### src/core/sdr_pkg.sv
// Shared constants for the stepper driver status register bank
package sdr_pkg;

	// ==========================================================
	// Register offsets
	localparam logic [6:0] REG_STEP = 7'h01;
	localparam logic [6:0] REG_SLOPE = 7'h02;
	localparam logic [6:0] REG_LIVE = 7'h04;
	localparam logic [6:0] REG_XOC = 7'h05;
	localparam logic [6:0] REG_YOC = 7'h06;
	localparam logic [6:0] REG_POS = 7'h07;

	// ==========================================================
	// Field positions
	localparam int BIT_PAR = 7;
	localparam int BIT_TW = 6;
	localparam int BIT_PUMP = 5;
	localparam int BIT_OPX = 3;
	localparam int BIT_OPY = 2;
	localparam int OC_MSB = 6;
	localparam int OC_LSB = 3;
	localparam int BIT_TSD = 2;

	// ==========================================================
	// Reset values
	localparam logic [7:0] STATUS_RST = 8'h00;
	localparam logic [1:0] SLOPE_RST = 2'h0;
	localparam logic [2:0] STEP_RST = 3'h0;
	localparam logic [6:0] POS_RST = 7'h00;

	// ==========================================================
	// Slope codes and their slew rates in V/us
	localparam logic [7:0] SLEW_150 = 8'h96;
	localparam logic [7:0] SLEW_100 = 8'h64;
	localparam logic [7:0] SLEW_50 = 8'h32;
	localparam logic [7:0] SLEW_25 = 8'h19;

	// ==========================================================
	// Step resolution codes
	localparam logic [2:0] STEP_32 = 3'h0;
	localparam logic [2:0] STEP_16 = 3'h1;
	localparam logic [2:0] STEP_8 = 3'h2;
	localparam logic [2:0] STEP_4 = 3'h3;
	localparam logic [2:0] STEP_HALF_UNC = 3'h4;
	localparam logic [2:0] STEP_HALF_CMP = 3'h5;
	localparam logic [2:0] STEP_FULL = 3'h6;

	// ==========================================================
	// Serial frame: command byte then data byte
	localparam logic [4:0] CMD_LAST_BIT = 5'h07;
	localparam logic [4:0] DATA_FIRST_BIT = 5'h08;
	localparam logic [4:0] FRAME_LAST_BIT = 5'h0F;
	localparam logic [4:0] FRAME_BITS = 5'h10;

	// Even parity over the seven payload bits
	function automatic logic [7:0] with_parity(input logic [6:0] payload);
		with_parity = {^payload, payload};
	endfunction : with_parity

	// Translator advance per input pulse, in 1/32 micro-steps
	function automatic logic [6:0] step_incr(input logic [2:0] res);
		unique case (res)
			STEP_32: step_incr = 7'h01;
			STEP_16: step_incr = 7'h02;
			STEP_8: step_incr = 7'h04;
			STEP_4: step_incr = 7'h08;
			STEP_HALF_UNC, STEP_HALF_CMP: step_incr = 7'h10;
			STEP_FULL: step_incr = 7'h20;
			default: step_incr = 7'h00;
		endcase
	endfunction : step_incr

endpackage : sdr_pkg

### src/core/sdr_bus_if.sv
// Carrier between the serial link and the register core
interface sdr_bus_if;
	logic addr_valid;
	logic cmd_write;
	logic [6:0] addr;
	logic wr_valid;
	logic [7:0] wr_data;
	logic frame_done;
	logic [7:0] rd_data;

	modport link (
		output addr_valid,
		output cmd_write,
		output addr,
		output wr_valid,
		output wr_data,
		output frame_done,
		input rd_data
	);

	modport core (
		input addr_valid,
		input cmd_write,
		input addr,
		input wr_valid,
		input wr_data,
		input frame_done,
		output rd_data
	);
endinterface : sdr_bus_if

### src/core/sdr_status_regs.sv
// Stepper driver configuration and status register bank
module sdr_status_regs (
	input wire logic i_clk,
	input wire logic i_resetn,
	input wire logic i_spi_clk,
	input wire logic i_spi_di,
	input wire logic i_spi_cs_n,
	output logic o_spi_do,
	output logic o_spi_do_oe,
	input wire logic i_next,
	input wire logic i_dir,
	input wire logic i_thermal_warning,
	input wire logic i_pump_fault,
	input wire logic i_open_coil_x,
	input wire logic i_open_coil_y,
	input wire logic [3:0] i_x_overcurrent,
	input wire logic [3:0] i_y_overcurrent,
	input wire logic i_thermal_shutdown,
	output logic [1:0] o_slope_select,
	output logic [7:0] o_slew_vpus,
	output logic [2:0] o_step_resolution,
	output logic [6:0] o_translator_position
);
	import sdr_pkg::*;

	localparam int SYNC_W = 18;

	// ==========================================================
	// Input synchronisers
	logic [SYNC_W-1:0] sync_in;
	logic [SYNC_W-1:0] sync_out;
	logic sclk_s;
	logic sdi_s;
	logic cs_s;
	logic next_s;
	logic dir_s;
	logic tw_s;
	logic pump_s;
	logic opx_s;
	logic opy_s;
	logic [3:0] oc_x_s;
	logic [3:0] oc_y_s;
	logic tsd_s;

	// Chip select is inverted ahead of the first flop so reset means idle
	assign sync_in = {i_spi_clk, i_spi_di, ~i_spi_cs_n, i_next, i_dir,
		i_thermal_warning, i_pump_fault, i_open_coil_x, i_open_coil_y,
		i_x_overcurrent, i_y_overcurrent, i_thermal_shutdown};
	assign {sclk_s, sdi_s, cs_s, next_s, dir_s, tw_s, pump_s, opx_s, opy_s,
		oc_x_s, oc_y_s, tsd_s} = sync_out;

	sdr_sync_bank #(
		.WIDTH(SYNC_W)
	) u_sync (
		.i_clk(i_clk),
		.i_resetn(i_resetn),
		.i_async(sync_in),
		.o_sync(sync_out)
	);

	// ==========================================================
	// Serial link
	sdr_bus_if bus ();

	sdr_spi_link u_link (
		.i_clk(i_clk),
		.i_resetn(i_resetn),
		.i_sclk(sclk_s),
		.i_sdi(sdi_s),
		.i_cs(cs_s),
		.o_sdo_oe(o_spi_do_oe),
		.bus(bus)
	);

	// Open-drain data only ever pulls low
	always_ff @(posedge i_clk) begin
		o_spi_do <= 1'b0;
	end

	// ==========================================================
	// Configuration fields
	logic [1:0] slope_r;
	logic [2:0] step_r;

	always_ff @(posedge i_clk) begin
		if (!i_resetn) begin
			slope_r <= SLOPE_RST;
			step_r <= STEP_RST;
		end else if (bus.wr_valid) begin
			if (bus.addr == REG_SLOPE) begin
				slope_r <= bus.wr_data[1:0];
			end
			if (bus.addr == REG_STEP) begin
				step_r <= bus.wr_data[2:0];
			end
		end
	end

	always_ff @(posedge i_clk) begin
		if (!i_resetn) begin
			o_slew_vpus <= SLEW_150;
		end else begin
			unique case (slope_r)
				2'h0: o_slew_vpus <= SLEW_150;
				2'h1: o_slew_vpus <= SLEW_100;
				2'h2: o_slew_vpus <= SLEW_50;
				2'h3: o_slew_vpus <= SLEW_25;
			endcase
		end
	end

	assign o_slope_select = slope_r;
	assign o_step_resolution = step_r;

	// ==========================================================
	// Translator position, advanced on each rising step input
	logic next_prev_r;
	logic next_pulse;
	logic [6:0] pos_r;

	assign next_pulse = next_s & ~next_prev_r;

	always_ff @(posedge i_clk) begin
		if (!i_resetn) begin
			next_prev_r <= 1'b0;
			pos_r <= POS_RST;
		end else begin
			next_prev_r <= next_s;
			// Reserved resolution yields zero advance: the motor holds
			if (next_pulse) begin
				if (dir_s) begin
					pos_r <= pos_r - step_incr(step_r);
				end else begin
					pos_r <= pos_r + step_incr(step_r);
				end
			end
		end
	end

	assign o_translator_position = pos_r;

	// ==========================================================
	// Status flags
	logic [6:0] live_r;
	logic [3:0] xoc_r;
	logic [3:0] yoc_r;
	logic tsd_r;
	logic [6:0] rd_addr_r;
	logic rd_pending_r;
	logic clr_x;
	logic clr_y;

	assign clr_x = bus.frame_done && rd_pending_r && rd_addr_r == REG_XOC;
	assign clr_y = bus.frame_done && rd_pending_r && rd_addr_r == REG_YOC;

	always_ff @(posedge i_clk) begin
		if (!i_resetn) begin
			live_r <= STATUS_RST[6:0];
		end else begin
			live_r <= 7'h00;
			live_r[BIT_TW] <= tw_s;
			live_r[BIT_PUMP] <= pump_s;
			live_r[BIT_OPX] <= opx_s;
			live_r[BIT_OPY] <= opy_s;
		end
	end

	// A new fault in the clearing cycle survives the clear
	always_ff @(posedge i_clk) begin
		if (!i_resetn) begin
			xoc_r <= STATUS_RST[3:0];
			yoc_r <= STATUS_RST[3:0];
			tsd_r <= 1'b0;
		end else begin
			xoc_r <= (xoc_r & {4{~clr_x}}) | oc_x_s;
			yoc_r <= (yoc_r & {4{~clr_y}}) | oc_y_s;
			tsd_r <= (tsd_r & ~clr_y) | tsd_s;
		end
	end

	// ==========================================================
	// Read snapshot, taken once the command byte is in
	logic [6:0] sr_x;
	logic [6:0] sr_y;

	always_comb begin
		sr_x = 7'h00;
		sr_y = 7'h00;
		sr_x[OC_MSB:OC_LSB] = xoc_r;
		sr_y[OC_MSB:OC_LSB] = yoc_r;
		sr_y[BIT_TSD] = tsd_r;
	end

	always_ff @(posedge i_clk) begin
		if (!i_resetn) begin
			bus.rd_data <= STATUS_RST;
			rd_addr_r <= 7'h00;
			rd_pending_r <= 1'b0;
		end else if (bus.addr_valid) begin
			rd_addr_r <= bus.addr;
			rd_pending_r <= ~bus.cmd_write;
			unique case (bus.addr)
				REG_STEP: bus.rd_data <= {5'h00, step_r};
				REG_SLOPE: bus.rd_data <= {6'h00, slope_r};
				REG_LIVE: bus.rd_data <= with_parity(live_r);
				REG_XOC: bus.rd_data <= with_parity(sr_x);
				REG_YOC: bus.rd_data <= with_parity(sr_y);
				REG_POS: bus.rd_data <= with_parity(pos_r);
				default: bus.rd_data <= 8'h00;
			endcase
		end else if (bus.frame_done) begin
			rd_pending_r <= 1'b0;
		end
	end
endmodule : sdr_status_regs

### src/core/sdr_sync_bank.sv
// Two-flop synchronisers for asynchronous inputs
module sdr_sync_bank #(
	parameter int WIDTH = 1
) (
	input wire logic i_clk,
	input wire logic i_resetn,
	input wire logic [WIDTH-1:0] i_async,
	output logic [WIDTH-1:0] o_sync
);
	import sdr_pkg::*;

	if (WIDTH < 1) begin : g_bad_width
		$error("sdr_sync_bank: WIDTH must be at least 1");
	end

	for (genvar b = 0; b < WIDTH; b++) begin : g_bit
		logic meta_r;
		logic hold_r;
		always_ff @(posedge i_clk) begin
			if (!i_resetn) begin
				meta_r <= 1'b0;
				hold_r <= 1'b0;
			end else begin
				meta_r <= i_async[b];
				hold_r <= meta_r;
			end
		end
		assign o_sync[b] = hold_r;
	end

endmodule : sdr_sync_bank

### src/core/sdr_spi_link.sv
// Serial slave: oversampled link clock, command and data byte framing
module sdr_spi_link (
	input wire logic i_clk,
	input wire logic i_resetn,
	input wire logic i_sclk,
	input wire logic i_sdi,
	input wire logic i_cs,
	output logic o_sdo_oe,
	sdr_bus_if.link bus
);
	import sdr_pkg::*;

	typedef enum logic [1:0] {SP_IDLE, SP_CMD, SP_DATA} sdr_spi_st_t;

	sdr_spi_st_t state_r;
	logic sclk_prev_r;
	logic [4:0] bit_cnt_r;
	logic [7:0] rx_r;
	logic [7:0] tx_r;
	logic rise;
	logic fall;
	logic [7:0] rx_nxt;

	assign rise = i_sclk & ~sclk_prev_r;
	assign fall = ~i_sclk & sclk_prev_r;
	assign rx_nxt = {rx_r[6:0], i_sdi};

	// ==========================================================
	// Frame sequencing
	always_ff @(posedge i_clk) begin
		if (!i_resetn) begin
			state_r <= SP_IDLE;
			bit_cnt_r <= 5'h00;
			sclk_prev_r <= 1'b0;
			rx_r <= 8'h00;
		end else begin
			sclk_prev_r <= i_sclk;
			if (rise) begin
				rx_r <= rx_nxt;
			end
			unique case (state_r)
				SP_IDLE: begin
					bit_cnt_r <= 5'h00;
					if (i_cs) begin
						state_r <= SP_CMD;
					end
				end
				SP_CMD: begin
					if (!i_cs) begin
						state_r <= SP_IDLE;
					end else if (rise) begin
						bit_cnt_r <= bit_cnt_r + 5'h01;
						if (bit_cnt_r == CMD_LAST_BIT) begin
							state_r <= SP_DATA;
						end
					end
				end
				SP_DATA: begin
					if (!i_cs) begin
						state_r <= SP_IDLE;
					end else if (rise && bit_cnt_r != FRAME_BITS) begin
						bit_cnt_r <= bit_cnt_r + 5'h01;
					end
				end
			endcase
		end
	end

	// ==========================================================
	// Pulses toward the register core
	always_ff @(posedge i_clk) begin
		if (!i_resetn) begin
			bus.addr_valid <= 1'b0;
			bus.cmd_write <= 1'b0;
			bus.addr <= 7'h00;
			bus.wr_valid <= 1'b0;
			bus.wr_data <= 8'h00;
			bus.frame_done <= 1'b0;
		end else begin
			bus.addr_valid <= 1'b0;
			bus.wr_valid <= 1'b0;
			bus.frame_done <= 1'b0;
			if (state_r == SP_CMD && i_cs && rise &&
				bit_cnt_r == CMD_LAST_BIT) begin
				bus.addr_valid <= 1'b1;
				bus.cmd_write <= rx_nxt[7];
				bus.addr <= rx_nxt[6:0];
			end
			if (state_r == SP_DATA && i_cs && rise &&
				bit_cnt_r == FRAME_LAST_BIT && bus.cmd_write) begin
				bus.wr_valid <= 1'b1;
				bus.wr_data <= rx_nxt;
			end
			// Only a complete frame counts; a cut-short read clears nothing
			if (state_r == SP_DATA && !i_cs && bit_cnt_r == FRAME_BITS) begin
				bus.frame_done <= 1'b1;
			end
		end
	end

	// ==========================================================
	// Open-drain output: drive only to pull low
	always_ff @(posedge i_clk) begin
		if (!i_resetn || !i_cs) begin
			o_sdo_oe <= 1'b0;
			tx_r <= 8'h00;
		end else if (fall && state_r == SP_DATA && !bus.cmd_write) begin
			if (bit_cnt_r == DATA_FIRST_BIT) begin
				o_sdo_oe <= ~bus.rd_data[7];
				tx_r <= {bus.rd_data[6:0], 1'b0};
			end else if (bit_cnt_r < FRAME_BITS) begin
				o_sdo_oe <= ~tx_r[7];
				tx_r <= {tx_r[6:0], 1'b0};
			end else begin
				o_sdo_oe <= 1'b0;
			end
		end
	end

endmodule : sdr_spi_link

### config.mk
export PLATFORM = sky130hd
export DESIGN_NAME = sdr_status_regs
export DESIGN_NICKNAME = d
export VERILOG_FILES = /design/src/core/sdr_pkg.sv /design/src/core/sdr_bus_if.sv /design/src/core/sdr_status_regs.sv /design/src/core/sdr_sync_bank.sv /design/src/core/sdr_spi_link.sv
export SDC_FILE = /design/constraint.sdc
export NUM_CORES = 1
export LEC_CHECK = 0
export ABC_AREA = 1
export BUFFER_PORTS_ARGS = -buffer_cell sky130_fd_sc_hd__clkbuf_2
export CAP_MARGIN = 5
export CORE_MARGIN = 8
export CORE_UTILIZATION = 50
export CTS_BUF_LIST = sky130_fd_sc_hd__clkbuf_4
export CTS_CLUSTER_DIAMETER = 60
export DETAILED_ROUTE_END_ITERATION = 8
export HOLD_SLACK_MARGIN = 0.06
export PLACE_DENSITY = 0.68
export SLEW_MARGIN = 20
export SYNTH_ARGS = -nofsm -noshare
export SYNTH_HDL_FRONTEND = slang
export SYNTH_SLANG_ARGS = --single-unit
### constraint.sdc
create_clock -name i_clk -period 2.65 [get_ports i_clk]
set_input_delay 0.1325 -clock i_clk [delete_from_list [all_inputs] [get_ports i_clk]]
set_output_delay 0.1325 -clock i_clk [all_outputs]
set_load 0.05 [all_outputs]
# Yosys cells after proc, flatten, opt, wreduce, memory -nomap -nowiden
# Index checks and enable logic that the tools add are counted.
# word_totals
reg_bits	127
input_bits	20
output_inout_bits	22
elab_cells	179
# classes
n_addsub	3
n_lt_le_gt_ge	1
n_eq_ne	32
muxes	30
bitwise	18
n_reduce_logical	34
# op_table
cell	n
two-way mux 7 bit	7
one-hot mux 8 bit (6 select lines)	1
== test 7 x 3 -> 1 bit (second input constant)	6
one-hot mux 6 bit (6 select lines)	1
one-hot mux 8 bit (4 select lines)	1
parity 7 bit	4
two-way mux 5 bit	4
two-way mux 8 bit	2
logical AND 1 bit	15
one-hot mux 5 bit (3 select lines)	1
== test 5 x 4 -> 1 bit (second input constant)	2
two-way mux 2 bit	5
== test 3 bit (second input constant)	3
NOT 1 bit	9
bitwise AND 4 bit	2
!= test 2 bit (second input constant)	4
OR 4 bit	2
AND reduction 4 bit	2
adder 7 bit	1
== test 7 x 1 -> 1 bit (second input constant)	1
== test 7 x 2 -> 1 bit (second input constant)	1
two-way mux 1 bit	7
subtractor 7 bit	1
== test 2 bit (second input constant)	3
other kinds (20)	33

# Depth between registers and ports, before layout
# depth
ltp_word	8
mapped_depth	19

# Cells and area by module
# Synthesis repeated with hierarchy kept, for this count alone.
# hier_totals
hier_cells	780
area_unflattened_um2	5709.2
# modules_own_cells
mod	n_inst	cells_per_inst	area_per_inst_um2	seq_area_each_um2
sdr_status_regs	1	380	2617.5	980.9
sdr_spi_link	1	270	1924.3	840.8
sdr_sync_bank	1	130	1167.4	720.7

# Worst setup path before layout
# OpenSTA, ideal clock, no wires.
# synth_path
kind	flip-flop to flip-flop
from	reg step_r[1], in the netlist o_step_resolution[1]
to	reg pos_r[6], in the netlist o_translator_position[6]
setup_ps	110
t_arrival_ps	2607
required_time_ps	2540
slack_ps	-67
stages_incl_launch_ff	17
period_less_slack_ps	2717
path_cell_list	dfxtp_1 > inv_1 > nand2_1 > nor2_1 > inv_1 > ha_1 > o21ai_0 > inv_1 > fa_1 > inv_1 > nand4_1 > o211ai_1 > nor2_1 > nor2_1 > nand2_1 > nand2_1 > nor2_1
# synth_between
elab_chain_len	8
word_cells_on_any_way	18
cone_classes	2 x add/sub; 6 x eq/ne; 8 x mux; 2 x reduce/logical
# synth_rtl
element	line_no	source
from (decl)	sdr_status_regs.sv:83	logic [2:0] step_r;
from (signal assigned)	sdr_status_regs.sv:94	step_r <= bus.wr_data[2:0];
== test 3 bit	sdr_pkg.sv:62	unique case (res)
OR reduction 2 bit	sdr_pkg.sv:62	
one-hot mux 6 bit (6 select lines) (*)	sdr_pkg.sv:62	
two-way mux 7 bit	sdr_status_regs.sv:131	if (dir_s) begin
two-way mux 7 bit	sdr_status_regs.sv:130	if (next_pulse) begin
two-way mux 7 bit	sdr_status_regs.sv:124	if (!i_resetn) begin
adder 7 bit or subtractor 7 bit (tied branches)	sdr_status_regs.sv:134, sdr_status_regs.sv:132	
two-way mux 7 bit (*)	sdr_status_regs.sv:131	
to (signal assigned)	sdr_status_regs.sv:132	pos_r <= pos_r - step_incr(step_r);
to (signal assigned)	sdr_status_regs.sv:134	pos_r <= pos_r + step_incr(step_r);
to (decl)	sdr_status_regs.sv:119	logic [6:0] pos_r;
# Every way passes the cells marked *; elsewhere a longest branch is shown, timed or not. The select of a mux whose other input is x is not followed.
# A chain may end at the register's enable or synchronous reset.

# Worst setup path after layout
# Same ends and word-level chain as after synthesis.

==> results by stage <==
Global routing:
- The wire length of the first global-routing pass is 18,800 µm.
- The number of global-route vias before repair came to 4,096.
- For this run, the total global-route usage over all layers was measured as 0.163.
- Summed over all layers, the global routing overflow is 0.
- The pin count of the biggest net entering global routing is 56.
- The initial antenna violation count is 0.

Timing:
- The remaining max-slew budget at the tightest pin is 0.551.
- Static timing analysis puts the maximum clock frequency at 404 MHz.
- The final worst setup slack is 0.172 ns.
- The final number of hold-violating endpoints came to 0.
- After routing, the total negative slack on setup checks comes to 0 ns.
- The max-slew violation total from the final report is 0.
- Setup violations remaining at the end of the flow were counted as 0.
- The final worst-path cycle share is 0.935.
- The measured slew at the worst slew-check pin is 0.672 ns.
- The routed design could run at a clock period as short as 2.48 ns.
- Clock skew on the completed layout was measured at 0.0132 ns.

Synth:
- The largest area contributor in the netlist is sky130_fd_sc_hd__dfxtp_1.
- The most used standard cell by instance count after synthesis is sky130_fd_sc_hd__nand2_1.
- After synthesis, the cell types taking the most area are sky130_fd_sc_hd__dfxtp_1, sky130_fd_sc_hd__nand2_1, sky130_fd_sc_hd__inv_1.
- Synthesis produced a netlist with a net count of 738.
- Of the post-synthesis cell area, the part taken by muxes is 0.
- By area, the combinational part of the netlist is dominated by simple AND/OR/NAND/NOR gates.
- The Yosys step of the flow raised 0 warnings.
- Of the total synthesized cell area, the portion taken by full adders, half adders and majority gates is 0.0501.
- The prevailing post-synth register cell is sky130_fd_sc_hd__dfxtp_1.
- By count the netlist is led by sky130_fd_sc_hd__nand2_1, sky130_fd_sc_hd__dfxtp_1, sky130_fd_sc_hd__inv_1.
- The post-synthesis compound-gate area fraction came to 0.141.
- Yosys mapped a number of flops with a built-in enable equal to 0.
- Averaged over all synthesized cells, the footprint is 7.37 µm².
- In this run, synthesis produced a sequential element count of 122.
- The unique cell type count in the Yosys netlist is 36.
- The area share of and/or/nand/nor cells after synthesis is 0.216.
- Of all flip-flops after synthesis, the portion carrying an async set or reset was 0.
- The cell area after synthesis is 5150 µm².
- The xor and xnor area share after synthesis is 0.0119.
- Of the post-synthesis cell area, the dominant cell type holds 0.475.
- The part of the Yosys area used for sequential elements is 0.475.
- The instance count of the mapped netlist is 698.

Setup path:
- The maximum fanout along the worst path is 6.
- Measured in cells, the most critical reg-to-reg path has a length of 19.
- At the worst endpoint, the arrival time is 2.89 ns.
- The critical path start-end classification is reg -> reg.
- STA classifies the critical path endpoint as a register.
- The kind of start point of the critical path is a register.
- The reg-to-reg critical path startpoint is o_step_resolution[1].
- The register-to-register path setup slack is 0.17 ns.
- Data on the critical path is required at its endpoint by 3.06 ns.
- In this run the critical register-to-register path is captured at o_translator_position[6].

Floorplan:
- The floorplan step set the die height to 117 µm.
- The starting density of the core is 0.508.
- The die footprint is 13,800 µm².
- The floorplan has 37 rows.
- The total core area is 10,100 µm².
- The floorplan die width is 117 µm.
- The count of pins on the block boundary is 42.

Worst hold path:
- The kind of path behind the tightest hold check is in -> reg.
- The worst hold path passes through 3 cells.
- In this run the most critical hold path is launched from i_spi_cs_n.
- The end point of the most critical hold path is u_sync.g_bit[15].meta_r.

Placement:
- Routability-driven placement finished with a final weighted congestion of 0.828.
- The count of buffers added on input and output ports is 40.
- The HPWL reported at the end of detailed placement is 7910 µm.
- The worst setup slack after placement is 0.0644 ns.

Drt:
- The DRC violation count after routing is 0.
- The number of DRC violations after detailed-routing iteration 0 is 235.
- The detailed router put a total of 4990 µm of wire on met1.
- Using the TritonRoute via totals, the vias-per-cell ratio works out to 4.86.
- The detail route stage leaves a number of antenna-violating nets equal to 0.
- In the detailed route, the total length drawn on met2 is 5130 µm.
- The overall via count from detail_route is 4,436.
- The number of search-and-repair iterations in the first detailed-routing pass is 4.
- The final wirelength is 10,900 µm.
- In the detailed route, the total length drawn on met3 is 541 µm.
- The uppermost metal layer occupied by signal nets is met4.
- The wire length per cell after detailed routing is 12.0 µm.

Clocking:
- The number of buffers added by the clock tree synthesis step is 17.
- The clock tree from TritonCTS is built.
- The clock passes through at most 2 buffers.
- The master cell of the clock root buffer is sky130_fd_sc_hd__clkbuf_4.
- For this design, the sink count on the clock tree is 122.
- The maximum level of the CTS H-tree is 4.
- The clock latency on the worst-skew pair is 0.51 ns.
- The register clock-pin slew on the reported worst setup and hold paths is 0.12 ns.

Run status:
- The run finished with clean final reports.

Job:
- The max-capacitance violation count is 0.

Layout:
- The count of nets after finishing is 803.
- The fraction of final layout cells with drive strength greater than 1 is 0.126.
- The antenna cell count is 0.
- The area growth from synthesis to final layout is 15.4%.

Pwr:
- The leakage power summed over all cells is 2.89 nW.
- The worst-case IR drop observed on VDD is 0.000360 V.
- The cell area power density is 569 nW/µm².
-- sequential cells by signal, summed over array words and instances (netlist names), 3 cells and up --
name                   cells
u_sync.g_bit.meta_r       18
o_step_resolution          3
live_r                     4
o_translator_position      7
u_link.bit_cnt_r           5
u_link.tx_r                7
bus.rd_data                8
xoc_r                      4
u_link.bus.wr_data         3
u_sync.g_bit.hold_r       18
o_slew_vpus                7
yoc_r                      4
u_link.bus.addr            7
rd_addr_r                  7
u_link.rx_r                7
-- stage by stage --
step           hold WS [ns]  std cells  power, W  cell area [µm²]  utilization
5_1_grt               0.296        912   0.00353             5940        0.586
6_report              0.318        912   0.00338             5940        0.586
2_1_floorplan         0.205        698   0.00215             5150            -
3_5_place_dp          0.311        859   0.00222             5470        0.539
4_1_cts               0.279        910   0.00340             5910        0.583
3_3_place_gp          0.312        859   0.00221             5470        0.539
-- placed cells by master (no fill, tap or decap), types with 7 or more instances in the layout --
master	n
sky130_fd_sc_hd__inv_1	119
sky130_fd_sc_hd__nand2_1	150
sky130_fd_sc_hd__dlygate4sd3_1	19
sky130_fd_sc_hd__clkbuf_2	40
sky130_fd_sc_hd__a21oi_1	60
sky130_fd_sc_hd__nor2_1	65
sky130_fd_sc_hd__nand3_1	24
sky130_fd_sc_hd__o21ai_0	58
sky130_fd_sc_hd__ha_1	19
sky130_fd_sc_hd__dfxtp_1	120
sky130_fd_sc_hd__o22ai_1	7
sky130_fd_sc_hd__clkbuf_4	17
-- layout make-up --
| cell class | count | area [µm²] |
|---|---|---|
| Clock buffer | 17 | 128 |
| Clock inverter | 15 | 128 |
| Multi-Input combinational cell | 434 | 2170 |
| Timing Repair Buffer | 65 | 435 |
| Inverter | 123 | 462 |
| Sequential cell | 122 | 2440 |
| Tap cell | 136 | 170 |
| Fill cell | 937 | 4200 |
-- how the worst max path moves through the flow --
stage	from	end	slack, ns
finish	o_step_resolution[1]	o_translator_position[6]	0.17
global placement	o_step_resolution[2]	o_translator_position[6]	0.15
CTS	o_step_resolution[2]	o_translator_position[6]	0.03
global route	o_step_resolution[1]	o_translator_position[6]	-0.03
detailed placement	o_step_resolution[2]	o_translator_position[6]	0.06
floorplan	o_step_resolution[0]	o_translator_position[6]	0.08
-- cells by family (layout without fill, tap and decap cells) --
family	after synthesis	in the layout
buf+inv	142	220
fa+ha+maj	20	20
simple gates	267	267
flops	122	122
xor+xnor	7	7
compound gates	139	139
other cells	1	1
-- worst max-delay path, cell delays in order (launching register included) --
cell,delay (ns)
sky130_fd_sc_hd__dfxtp_2,0.37
sky130_fd_sc_hd__inv_2,0.10
sky130_fd_sc_hd__nand2_1,0.08
sky130_fd_sc_hd__nor2_2,0.11
sky130_fd_sc_hd__inv_1,0.07
sky130_fd_sc_hd__ha_1,0.22
sky130_fd_sc_hd__nor2_4,0.13
sky130_fd_sc_hd__o21ai_0,0.10
sky130_fd_sc_hd__a21oi_1,0.14
sky130_fd_sc_hd__ha_1,0.29
sky130_fd_sc_hd__nand2_1,0.10
sky130_fd_sc_hd__inv_1,0.05
sky130_fd_sc_hd__nand4_1,0.07
sky130_fd_sc_hd__o211ai_1,0.11
sky130_fd_sc_hd__nand2_1,0.08
sky130_fd_sc_hd__nand2_1,0.07
sky130_fd_sc_hd__nor2_1,0.12
sky130_fd_sc_hd__nand2_1,0.06
sky130_fd_sc_hd__nand2_1,0.06
sky130_fd_sc_hd__nor2_1,0.04
-- layer usage --
layer  vias to the layer above  track usage
met1                      1985        0.191
met5                         -            0
met4                         0       0.0777
met2                       104        0.265
li1                       2323            -
met3                        24       0.0504
-- timing repair --
action | CTS | global route
setup buffers | 0 | 2
endpoints found under the setup margin | 0 | 4
endpoints found under the hold margin | 24 | 0
hold buffers | 19 | 0
resized for setup | 0 | 8
-- report_power, final --
group,switching [W],internal [W]
registers,0.0000382,0.00189
logic,0.000168,0.000110
clock network,0.000714,0.000461
total,0.000921,0.00246
Power figures use the tool's default switching activity.
